**config.mk**
```make
export PLATFORM = sky130hd
export DESIGN_NAME = stream_match_table
export DESIGN_NICKNAME = d
export VERILOG_FILES = /design/src/logic/stream_match_table.v
export VERILOG_INCLUDE_DIRS = /design/src /design/src/logic
export SDC_FILE = /design/constraint.sdc
export NUM_CORES = 1
export LEC_CHECK = 0
export ABC_AREA = 1
export ABC_CLOCK_PERIOD_IN_PS = 4400
export BUFFER_PORTS_ARGS = -buffer_cell sky130_fd_sc_hd__buf_4
export CAP_MARGIN = 30
export CORE_AREA = 2 2 200 202
export CTS_CLUSTER_DIAMETER = 60
export DETAILED_ROUTE_END_ITERATION = 8
export DIE_AREA = 0 0 202 204
export RECOVER_POWER = 100
export SLEW_MARGIN = 20
export SYNTH_ARGS = -nofsm -noshare
export SYNTH_HDL_FRONTEND = slang
export SYNTH_SLANG_ARGS = --single-unit
```
**constraint.sdc**
```tcl
create_clock -name i_clk -period 4.4 [get_ports i_clk]
set_clock_uncertainty 0.2 [all_clocks]
set_input_delay 0.22 -clock i_clk [delete_from_list [all_inputs] [get_ports i_clk]]
set_output_delay 0.22 -clock i_clk [all_outputs]
set_load 0.05 [all_outputs]
```
**src/logic/stream_match_defines.vh**
```
// Register offsets, field positions and reset values for the stream-match table
`ifndef STREAM_MATCH_DEFINES_VH
`define STREAM_MATCH_DEFINES_VH

// ****************************************************************
// Register map (byte offsets)
// ****************************************************************
`define SMT_CTRL_OFS          12'h000
`define SMT_STATUS_OFS        12'h004
`define SMT_WIDE_VALID_OFS    12'h008
`define SMT_SEC_FLUSH_OFS     12'h00c
`define SMT_ENTRY_BASE        12'h400
`define SMT_ENTRY_LIMIT       12'h800

// ****************************************************************
// Control register fields
// ****************************************************************
`define SMT_CTRL_WIDE_BIT     0
`define SMT_CTRL_EXT_BIT      1
`define SMT_CTRL_RST          2'h0

// ****************************************************************
// Status register fields
// ****************************************************************
`define SMT_ST_HIT_BIT        31
`define SMT_ST_MULTI_BIT      30
`define SMT_ST_WIDTH_LSB      16
`define SMT_ST_IDX_LSB        0

// ****************************************************************
// Narrow layout fields
// ****************************************************************
`define SMT_N_VALID_BIT       31
`define SMT_N_MASK_LSB        16
`define SMT_N_RSVD_BIT        15
`define SMT_N_ID_LSB          0
`define SMT_N_FIELD_W         15

// ****************************************************************
// Wide layout fields
// ****************************************************************
`define SMT_W_MASK_LSB        16
`define SMT_W_ID_LSB          0
`define SMT_W_FIELD_W         16

// ****************************************************************
// Extended group aliasing
// ****************************************************************
`define SMT_EXT_ALIAS_COUNT   128

`endif

```
**src/logic/stream_match_table.v**
```verilog
// Stream-match table with Wishbone register port and secure flush-all command
`timescale 1ns/1ps
`include "stream_match_defines.vh"

module stream_match_table #(
  parameter NUM_ENTRIES  = 8,
  parameter IDX_W        = 3,
  parameter ID_BITS      = 15,
  parameter SID_MATCHING = 1,
  parameter TWO_SEC      = 1,
  parameter EXT_GROUPS   = 0
) (
  // Clock and reset
  input  wire                 i_clk,
  input  wire                 i_nrst,
  // Wishbone slave
  input  wire                 i_wb_cyc,
  input  wire                 i_wb_stb,
  input  wire                 i_wb_we,
  input  wire [11:0]          i_wb_adr,
  input  wire [3:0]           i_wb_sel,
  input  wire [31:0]          i_wb_dat,
  output reg  [31:0]          o_wb_dat,
  output reg                  o_wb_ack,
  // Lookup request
  input  wire                 i_sid_valid,
  input  wire [15:0]          i_sid,
  // Lookup result
  output reg                  o_lookup_done,
  output reg                  o_hit,
  output reg                  o_multi_hit,
  output reg  [7:0]           o_hit_idx,
  // TLB maintenance
  output reg                  o_sec_flush
);

  // ****************************************************************
  // Implemented bit masks
  // ****************************************************************
  localparam [14:0] NARROW_FIELD = (ID_BITS >= 15) ? 15'h7fff :
                                   ((15'h1 << ID_BITS) - 15'h1);
  // Narrow layout keeps ID_BITS identifier and mask bits, the wide layout all 16 of each
  localparam [31:0] NARROW_IMPL = {1'b1, NARROW_FIELD, 1'b0, NARROW_FIELD};
  localparam [31:0] WIDE_IMPL   = 32'hffff_ffff;

  // Implemented bits of an entry under the current layout
  function [31:0] impl_bits;
    input wide;
    begin
      impl_bits = wide ? WIDE_IMPL : NARROW_IMPL;
    end
  endfunction

  // Byte-enable merge of write data onto old contents
  function [31:0] merge_sel;
    input [31:0] old_v;
    input [31:0] new_v;
    input [3:0]  sel;
    integer b;
    begin
      merge_sel = old_v;
      for (b = 0; b < 4; b = b + 1) begin
        if (sel[b]) begin
          merge_sel[8*b +: 8] = new_v[8*b +: 8];
        end
      end
    end
  endfunction

  // ****************************************************************
  // Register state
  // ****************************************************************
  reg  [1:0]             ctrl_q;
  reg  [NUM_ENTRIES-1:0] wide_valid_q;
  reg  [NUM_ENTRIES-1:0] written_q;
  reg  [31:0]            entry_mem [0:NUM_ENTRIES-1];
  reg  [31:0]            last_status_q;

  // Paired valid bits merged byte-wise in a full word, then cut to the entry count
  wire [31:0] wval_new = merge_sel({{(32-NUM_ENTRIES){1'b0}}, wide_valid_q}, i_wb_dat,
                                   i_wb_sel);

  wire wide_en = ctrl_q[`SMT_CTRL_WIDE_BIT];
  wire ext_en  = ctrl_q[`SMT_CTRL_EXT_BIT] && (EXT_GROUPS >= `SMT_EXT_ALIAS_COUNT);

  // ****************************************************************
  // Bus decode
  // ****************************************************************
  wire        req      = i_wb_cyc && i_wb_stb;
  wire        wr_take  = req && i_wb_we && o_wb_ack;
  wire        hit_ent  = (i_wb_adr >= `SMT_ENTRY_BASE) && (i_wb_adr < `SMT_ENTRY_LIMIT);
  wire [11:0] ent_ofs  = i_wb_adr - `SMT_ENTRY_BASE;
  wire [9:0]  ent_word = ent_ofs[11:2];
  wire        ent_ok   = hit_ent && (ent_word < NUM_ENTRIES) && (SID_MATCHING != 0);
  wire [IDX_W-1:0] ent_idx = ent_word[IDX_W-1:0];

  wire is_ctrl  = (i_wb_adr[11:2] == `SMT_CTRL_OFS >> 2);
  wire is_stat  = (i_wb_adr[11:2] == `SMT_STATUS_OFS >> 2);
  wire is_wval  = (i_wb_adr[11:2] == `SMT_WIDE_VALID_OFS >> 2);
  wire is_flush = (i_wb_adr[11:2] == `SMT_SEC_FLUSH_OFS >> 2);

  // ****************************************************************
  // Read mux
  // ****************************************************************
  reg [31:0] rd_d;
  always @* begin
    rd_d = 32'h0000_0000;
    if (ent_ok) begin
      // Masked identifier bits are returned as stored
      rd_d = entry_mem[ent_idx] & impl_bits(wide_en);
    end else if (is_ctrl) begin
      rd_d = {30'h0000_0000, ctrl_q};
    end else if (is_stat) begin
      rd_d = last_status_q;
    end else if (is_wval) begin
      rd_d[NUM_ENTRIES-1:0] = wide_valid_q;
    end
    // Flush command is write only, always reads zero
  end

  // ****************************************************************
  // Wishbone answer: ack one cycle after the request is seen
  // ****************************************************************
  always @(posedge i_clk or negedge i_nrst) begin
    if (!i_nrst) begin
      o_wb_ack <= 1'b0;
      o_wb_dat <= 32'h0000_0000;
    end else begin
      o_wb_ack <= req && !o_wb_ack;
      o_wb_dat <= (req && !o_wb_ack && !i_wb_we) ? rd_d : 32'h0000_0000;
    end
  end

  // ****************************************************************
  // Control and paired valid bits
  // ****************************************************************
  always @(posedge i_clk or negedge i_nrst) begin
    if (!i_nrst) begin
      ctrl_q       <= `SMT_CTRL_RST;
      wide_valid_q <= {NUM_ENTRIES{1'b0}};
    end else if (wr_take) begin
      if (is_ctrl && i_wb_sel[0]) begin
        ctrl_q <= i_wb_dat[1:0];
      end
      if (is_wval) begin
        wide_valid_q <= wval_new[NUM_ENTRIES-1:0];
      end
    end
  end

  // ****************************************************************
  // Match entries: storage carries no reset
  // ****************************************************************
  // Software must program entries before use; until written, an entry
  // is kept out of the search so garbage cannot alias a real stream.
  always @(posedge i_clk) begin
    if (wr_take && ent_ok) begin
      entry_mem[ent_idx] <= merge_sel(entry_mem[ent_idx], i_wb_dat, i_wb_sel)
                            & impl_bits(wide_en);
    end
  end

  always @(posedge i_clk or negedge i_nrst) begin
    if (!i_nrst) begin
      written_q <= {NUM_ENTRIES{1'b0}};
    end else if (wr_take && ent_ok) begin
      written_q[ent_idx] <= 1'b1;
    end
  end

  // ****************************************************************
  // Secure flush-all command
  // ****************************************************************
  // Pulse goes to the TLB, which keeps locked lines and leaves the
  // secure hypervisor bank alone; that bank needs its own command.
  always @(posedge i_clk or negedge i_nrst) begin
    if (!i_nrst) begin
      o_sec_flush <= 1'b0;
    end else begin
      // Any value, any byte lanes; ignored without two security states
      o_sec_flush <= wr_take && is_flush && (TWO_SEC != 0);
    end
  end

  // ****************************************************************
  // Parallel compare, one comparator per entry
  // ****************************************************************
  wire [NUM_ENTRIES-1:0] match_vec;
  genvar g;
  generate
    for (g = 0; g < NUM_ENTRIES; g = g + 1) begin : g_cmp
      wire [31:0] e      = entry_mem[g];
      wire [15:0] n_mask = {1'b0, e[30:16]};
      wire [15:0] n_id   = {1'b0, e[14:0]};
      wire [15:0] w_mask = e[31:16];
      wire [15:0] w_id   = e[15:0];
      wire        n_val  = e[`SMT_N_VALID_BIT];
      // Extended groups share the same paired valid array
      wire        w_val  = wide_valid_q[g];
      wire [15:0] msk    = wide_en ? w_mask : n_mask;
      wire [15:0] idv    = wide_en ? w_id : n_id;
      wire [15:0] sid    = wide_en ? i_sid : {1'b0, i_sid[14:0]};
      wire        vld    = written_q[g] && (wide_en ? w_val : n_val);
      assign match_vec[g] = vld && (((idv ^ sid) & ~msk) == 16'h0000);
    end
  endgenerate

  // ****************************************************************
  // Priority select and multi-match detect
  // ****************************************************************
  reg  [IDX_W-1:0] first_idx;
  reg              any_hit;
  reg              multi;
  integer          k;
  always @* begin
    first_idx = {IDX_W{1'b0}};
    any_hit   = 1'b0;
    multi     = 1'b0;
    for (k = NUM_ENTRIES - 1; k >= 0; k = k - 1) begin
      if (match_vec[k]) begin
        if (any_hit) begin
          multi = 1'b1;
        end
        any_hit   = 1'b1;
        first_idx = k[IDX_W-1:0];
      end
    end
  end

  // Aliased onto the top of the extended groups when enabled
  localparam integer EXT_BASE_I = EXT_GROUPS - `SMT_EXT_ALIAS_COUNT;
  wire [7:0] base_ofs = ext_en ? EXT_BASE_I[7:0] : 8'h00;
  wire [7:0] rep_idx  = base_ofs + {{(8-IDX_W){1'b0}}, first_idx};

  // ****************************************************************
  // Lookup result, one cycle after request
  // ****************************************************************
  always @(posedge i_clk or negedge i_nrst) begin
    if (!i_nrst) begin
      o_lookup_done <= 1'b0;
      o_hit         <= 1'b0;
      o_multi_hit   <= 1'b0;
      o_hit_idx     <= 8'h00;
      last_status_q <= 32'h0000_0000;
    end else begin
      o_lookup_done <= i_sid_valid && (SID_MATCHING != 0);
      if (i_sid_valid && (SID_MATCHING != 0)) begin
        o_hit         <= any_hit;
        o_multi_hit   <= multi;
        o_hit_idx     <= any_hit ? rep_idx : 8'h00;
        last_status_q <= {any_hit, multi, 6'h00,
                          wide_en ? 8'h10 : ID_BITS[7:0],
                          8'h00, any_hit ? rep_idx : 8'h00};
      end
    end
  end

endmodule // stream_match_table

```
==> metrics <==
worst hold path class=in -> reg; Worst setup SP type=input port; CTS tree=built; worst hold path depth=6; share of cells above drive strength 1=9.20%; core area=39200 sq um; Logic pwr share=7.5%; GRT Util Overall=25.1%; clk sinks=316; Ys Warns=0; Buffers on Ports=between 100 and 150; Pre-antenna DRT Iters=6; via count=12700; register bit total from synthesis=316; Leakage=7.60 nW; nets@finish=1849; global route overflow=0; routability congestion estimate=0.964; slowest library cell on the worst path=clkbuf_1; antenna viol nets, final=0; sequential share of power=49.0%; dominant synthesized flop cell=edfxtp_1; slack of the worst reg-to-reg path=around 1.5 ns; total CTS buffers=37; WHS Endpoint=o_wb_dat[18]$_DFF_PN0_; Die H=around 200 microns; synthesis-to-layout area growth=16.2%; Initial DRC Count=1348; synthesized area=15400 sq um; row cnt=between 70 and 80; clock period minus worst slack=about 3.7 ns; n_diodes=0; CP max stage delay=1.53 ns; H-Tree Level Count=2; hold slack=0.0218 ns; ranking of synthesized cells by instance count=402 x nand2_1, 256 x edfxtp_1, 236 x inv_1; first-pass GRT wire length=~76000 microns; placed wire-length estimate=35300 microns; final wirelength=52100 microns; failing checks=max-capacitance violations, max-slew violations; vias in the first global route=12200; Synth Instances=~1700; sequential area share after synthesis=59.8%; area leader, netlist=edfxtp_1; top cell type's share of synthesized area=50.0%; Via density=5.44; Setup WS pre-CTS=1.33 ns; reg-to-reg startpoint=o_wb_ack$_DFF_PN0_; CTS root buf=clkbuf_16; number of synthesized flops with an enable pin=256; io pins=115; fmax=0.271 GHz; largest net degree at the start of global routing=about 60; clock latency on the worst-skew pair=between 0.5 and 0.6 ns; Async SR Flop Fraction=19.0%; Setup violations, final=0; endpoint type of the worst setup path=flop; clk slew on worst S/H paths=0.05 ns; R2R Path End=entry_mem[0][22]$_DFFE_PP_; maximum resistive drop on vdd=287 uV; Die X=202 microns; CP max FO=30; final core occ=45.6%; die area=about 41000 sq um; initial antenna violation count=1; Tightest Pin Transition=2.10 ns; Pint=approximately 5.1 mW; clock buffer depth=3; Slew HR=-40.2%; CP required=4.45 ns; wire per inst=22.3 microns; Synth cell types=48; Starting Density=39.2%; CP cell instances=clkbuf_1 -> nand2_4 -> clkbuf_1 -> o22ai_1 -> o31ai_1 -> o21ai_0 -> clkbuf_1; PwrDens=between 300 and 400 nW/um^2; total power=6.67 mW; setup TNS=0 ns; Net Sw Frac=23.5%; Slew Limit Fails=92; crit path kind=in -> reg; Max-Cap Viols=2; P_sw=1.57 mW; crit share post-route=between 80% and 90%; Worst path most repeated cell=clkbuf_1; post-route DRC violation count=0; hold_sp=i_wb_we; Post CTS Setup Buffer Count=0; status=finished with violations; Clk network pwr share=a little over two fifths; Synth area leaders=edfxtp_1 50%, nand2_1 9.8%, dfrtp_1 9.8%; worst setup margin=0.714 ns; most frequent cell after synthesis=nand2_1; data arrival time of the critical path=3.73 ns; Final Hold Vio Count=0; RSZ-0062 raised after global routing=no; Reg2Reg Depth=5; Synth Area per Inst=9.32 sq um
==> final cells by class <==
class	count	area [sq um]
Inverter	250	938
Clock buffer	45	977
Fill cell	3767	21300
Clock inverter	20	154
Multi-Input combinational cell	1022	4930
Timing Repair Buffer	152	1020
Tap cell	525	657
Sequential cell	316	9190
==> worst max-delay path by stage <==
stage	from	to	slack, ns	cells past startpoint
3_5_place_dp	i_wb_adr[7]	entry_mem[7][7]$_DFFE_PP_	1.33	9
3_3_place_gp	i_wb_adr[7]	entry_mem[7][9]$_DFFE_PP_	1.39	9
5_1_grt	i_wb_adr[2]	entry_mem[0][24]$_DFFE_PP_	0.64	7
2_1_floorplan	o_wb_ack$_DFF_PN0_	entry_mem[7][0]$_DFFE_PP_	1.25	4
4_1_cts	i_wb_adr[5]	entry_mem[7][27]$_DFFE_PP_	1.41	8
6_report	i_wb_adr[2]	entry_mem[6][3]$_DFFE_PP_	0.71	7
==> layout by cell type (no fill, tap or decap), drive strengths merged <==
master / n
nand2: 406
edfxtp: 256
inv: 248
nor2: 175
clkbuf: 107
nand3: 87
o21ai: 84
a21oi: 72
o22ai: 71
buf: 68
dfrtp: 60
dlygate4sd3: 22
o31ai: 20
clkinv: 19
nand3b: 16
a22oi: 14
o211ai: 12
o221ai: 10
nand4: 10
a221oi: 6
o32ai: 5
conb: 5
a211oi: 4
o2111ai: 4
o2bb2ai: 4
nor3: 3
a32o: 2
o211a: 2
a31o: 2
a22o: 2
o21bai: 2
or2: 2
bufinv: 2
mux2: 1
nor4: 1
clkinvlp: 1
==> critical path, delay by kind of cell <==
family,cells,cell delay (ns)
and+or+nand+nor,1,0.28
buffers and inverters,3,1.95
AOI/OAI and AO/OA,3,1.23
==> what timing repair did <==
item / CTS / global route
endpoints found under the hold margin: 125 / 1
resized for setup: 0 / 0
hold buffers: 21 / 1
==> state kept, by name, summed over array words and instances (netlist names) <==
name / count
o_wb_dat: 32
written_q: 8
o_hit_idx: 2
o_sec_flush: 1
o_wb_ack: 1
ctrl_q: 2
entry_mem: 256
o_lookup_done: 1
wide_valid_q: 8
o_hit: 1
last_status_q: 4
==> kinds of logic after synthesis <==
group | synth area share (%)
AO/OA/AOI/OAI | 12.7
buffers and inverters | 8.64
multiplexers | 0.0732
flip-flops | 59.8
AND/OR/NAND/NOR | 18.8
other | 0.0244
==> layer usage <==
metal | vias to the layer above | wire length, microns | track usage (%)
met4 | 2 | 1910 | 9.11
li1 | 5833 | - | -
met3 | 108 | 4540 | 4.97
met5 | - | 12 | 0
met2 | 625 | 23500 | 40.5
met1 | 6097 | 22000 | 33.7
==> power groups by stage <==
stage / clock network [mW] / registers [mW] / logic (mW)
3_3_place_gp: 0 / 3.33 / 0.478
4_1_cts: 2.94 / 3.27 / 0.501
3_5_place_dp: 0 / 3.33 / 0.486
6_report: 2.90 / 3.27 / 0.501
5_1_grt: 3.05 / 3.27 / 0.543
2_1_floorplan: 0 / 3.34 / 0.270
==> through the flow <==
step / area (sq um) / instances
floorplan: 15400 / 1654
global placement: 16700 / 2239
detailed placement: 16700 / 2239
CTS: 18000 / 2325
global route: 17900 / 2330
finish: 17900 / 2330
Power figures use the tool's default switching activity.
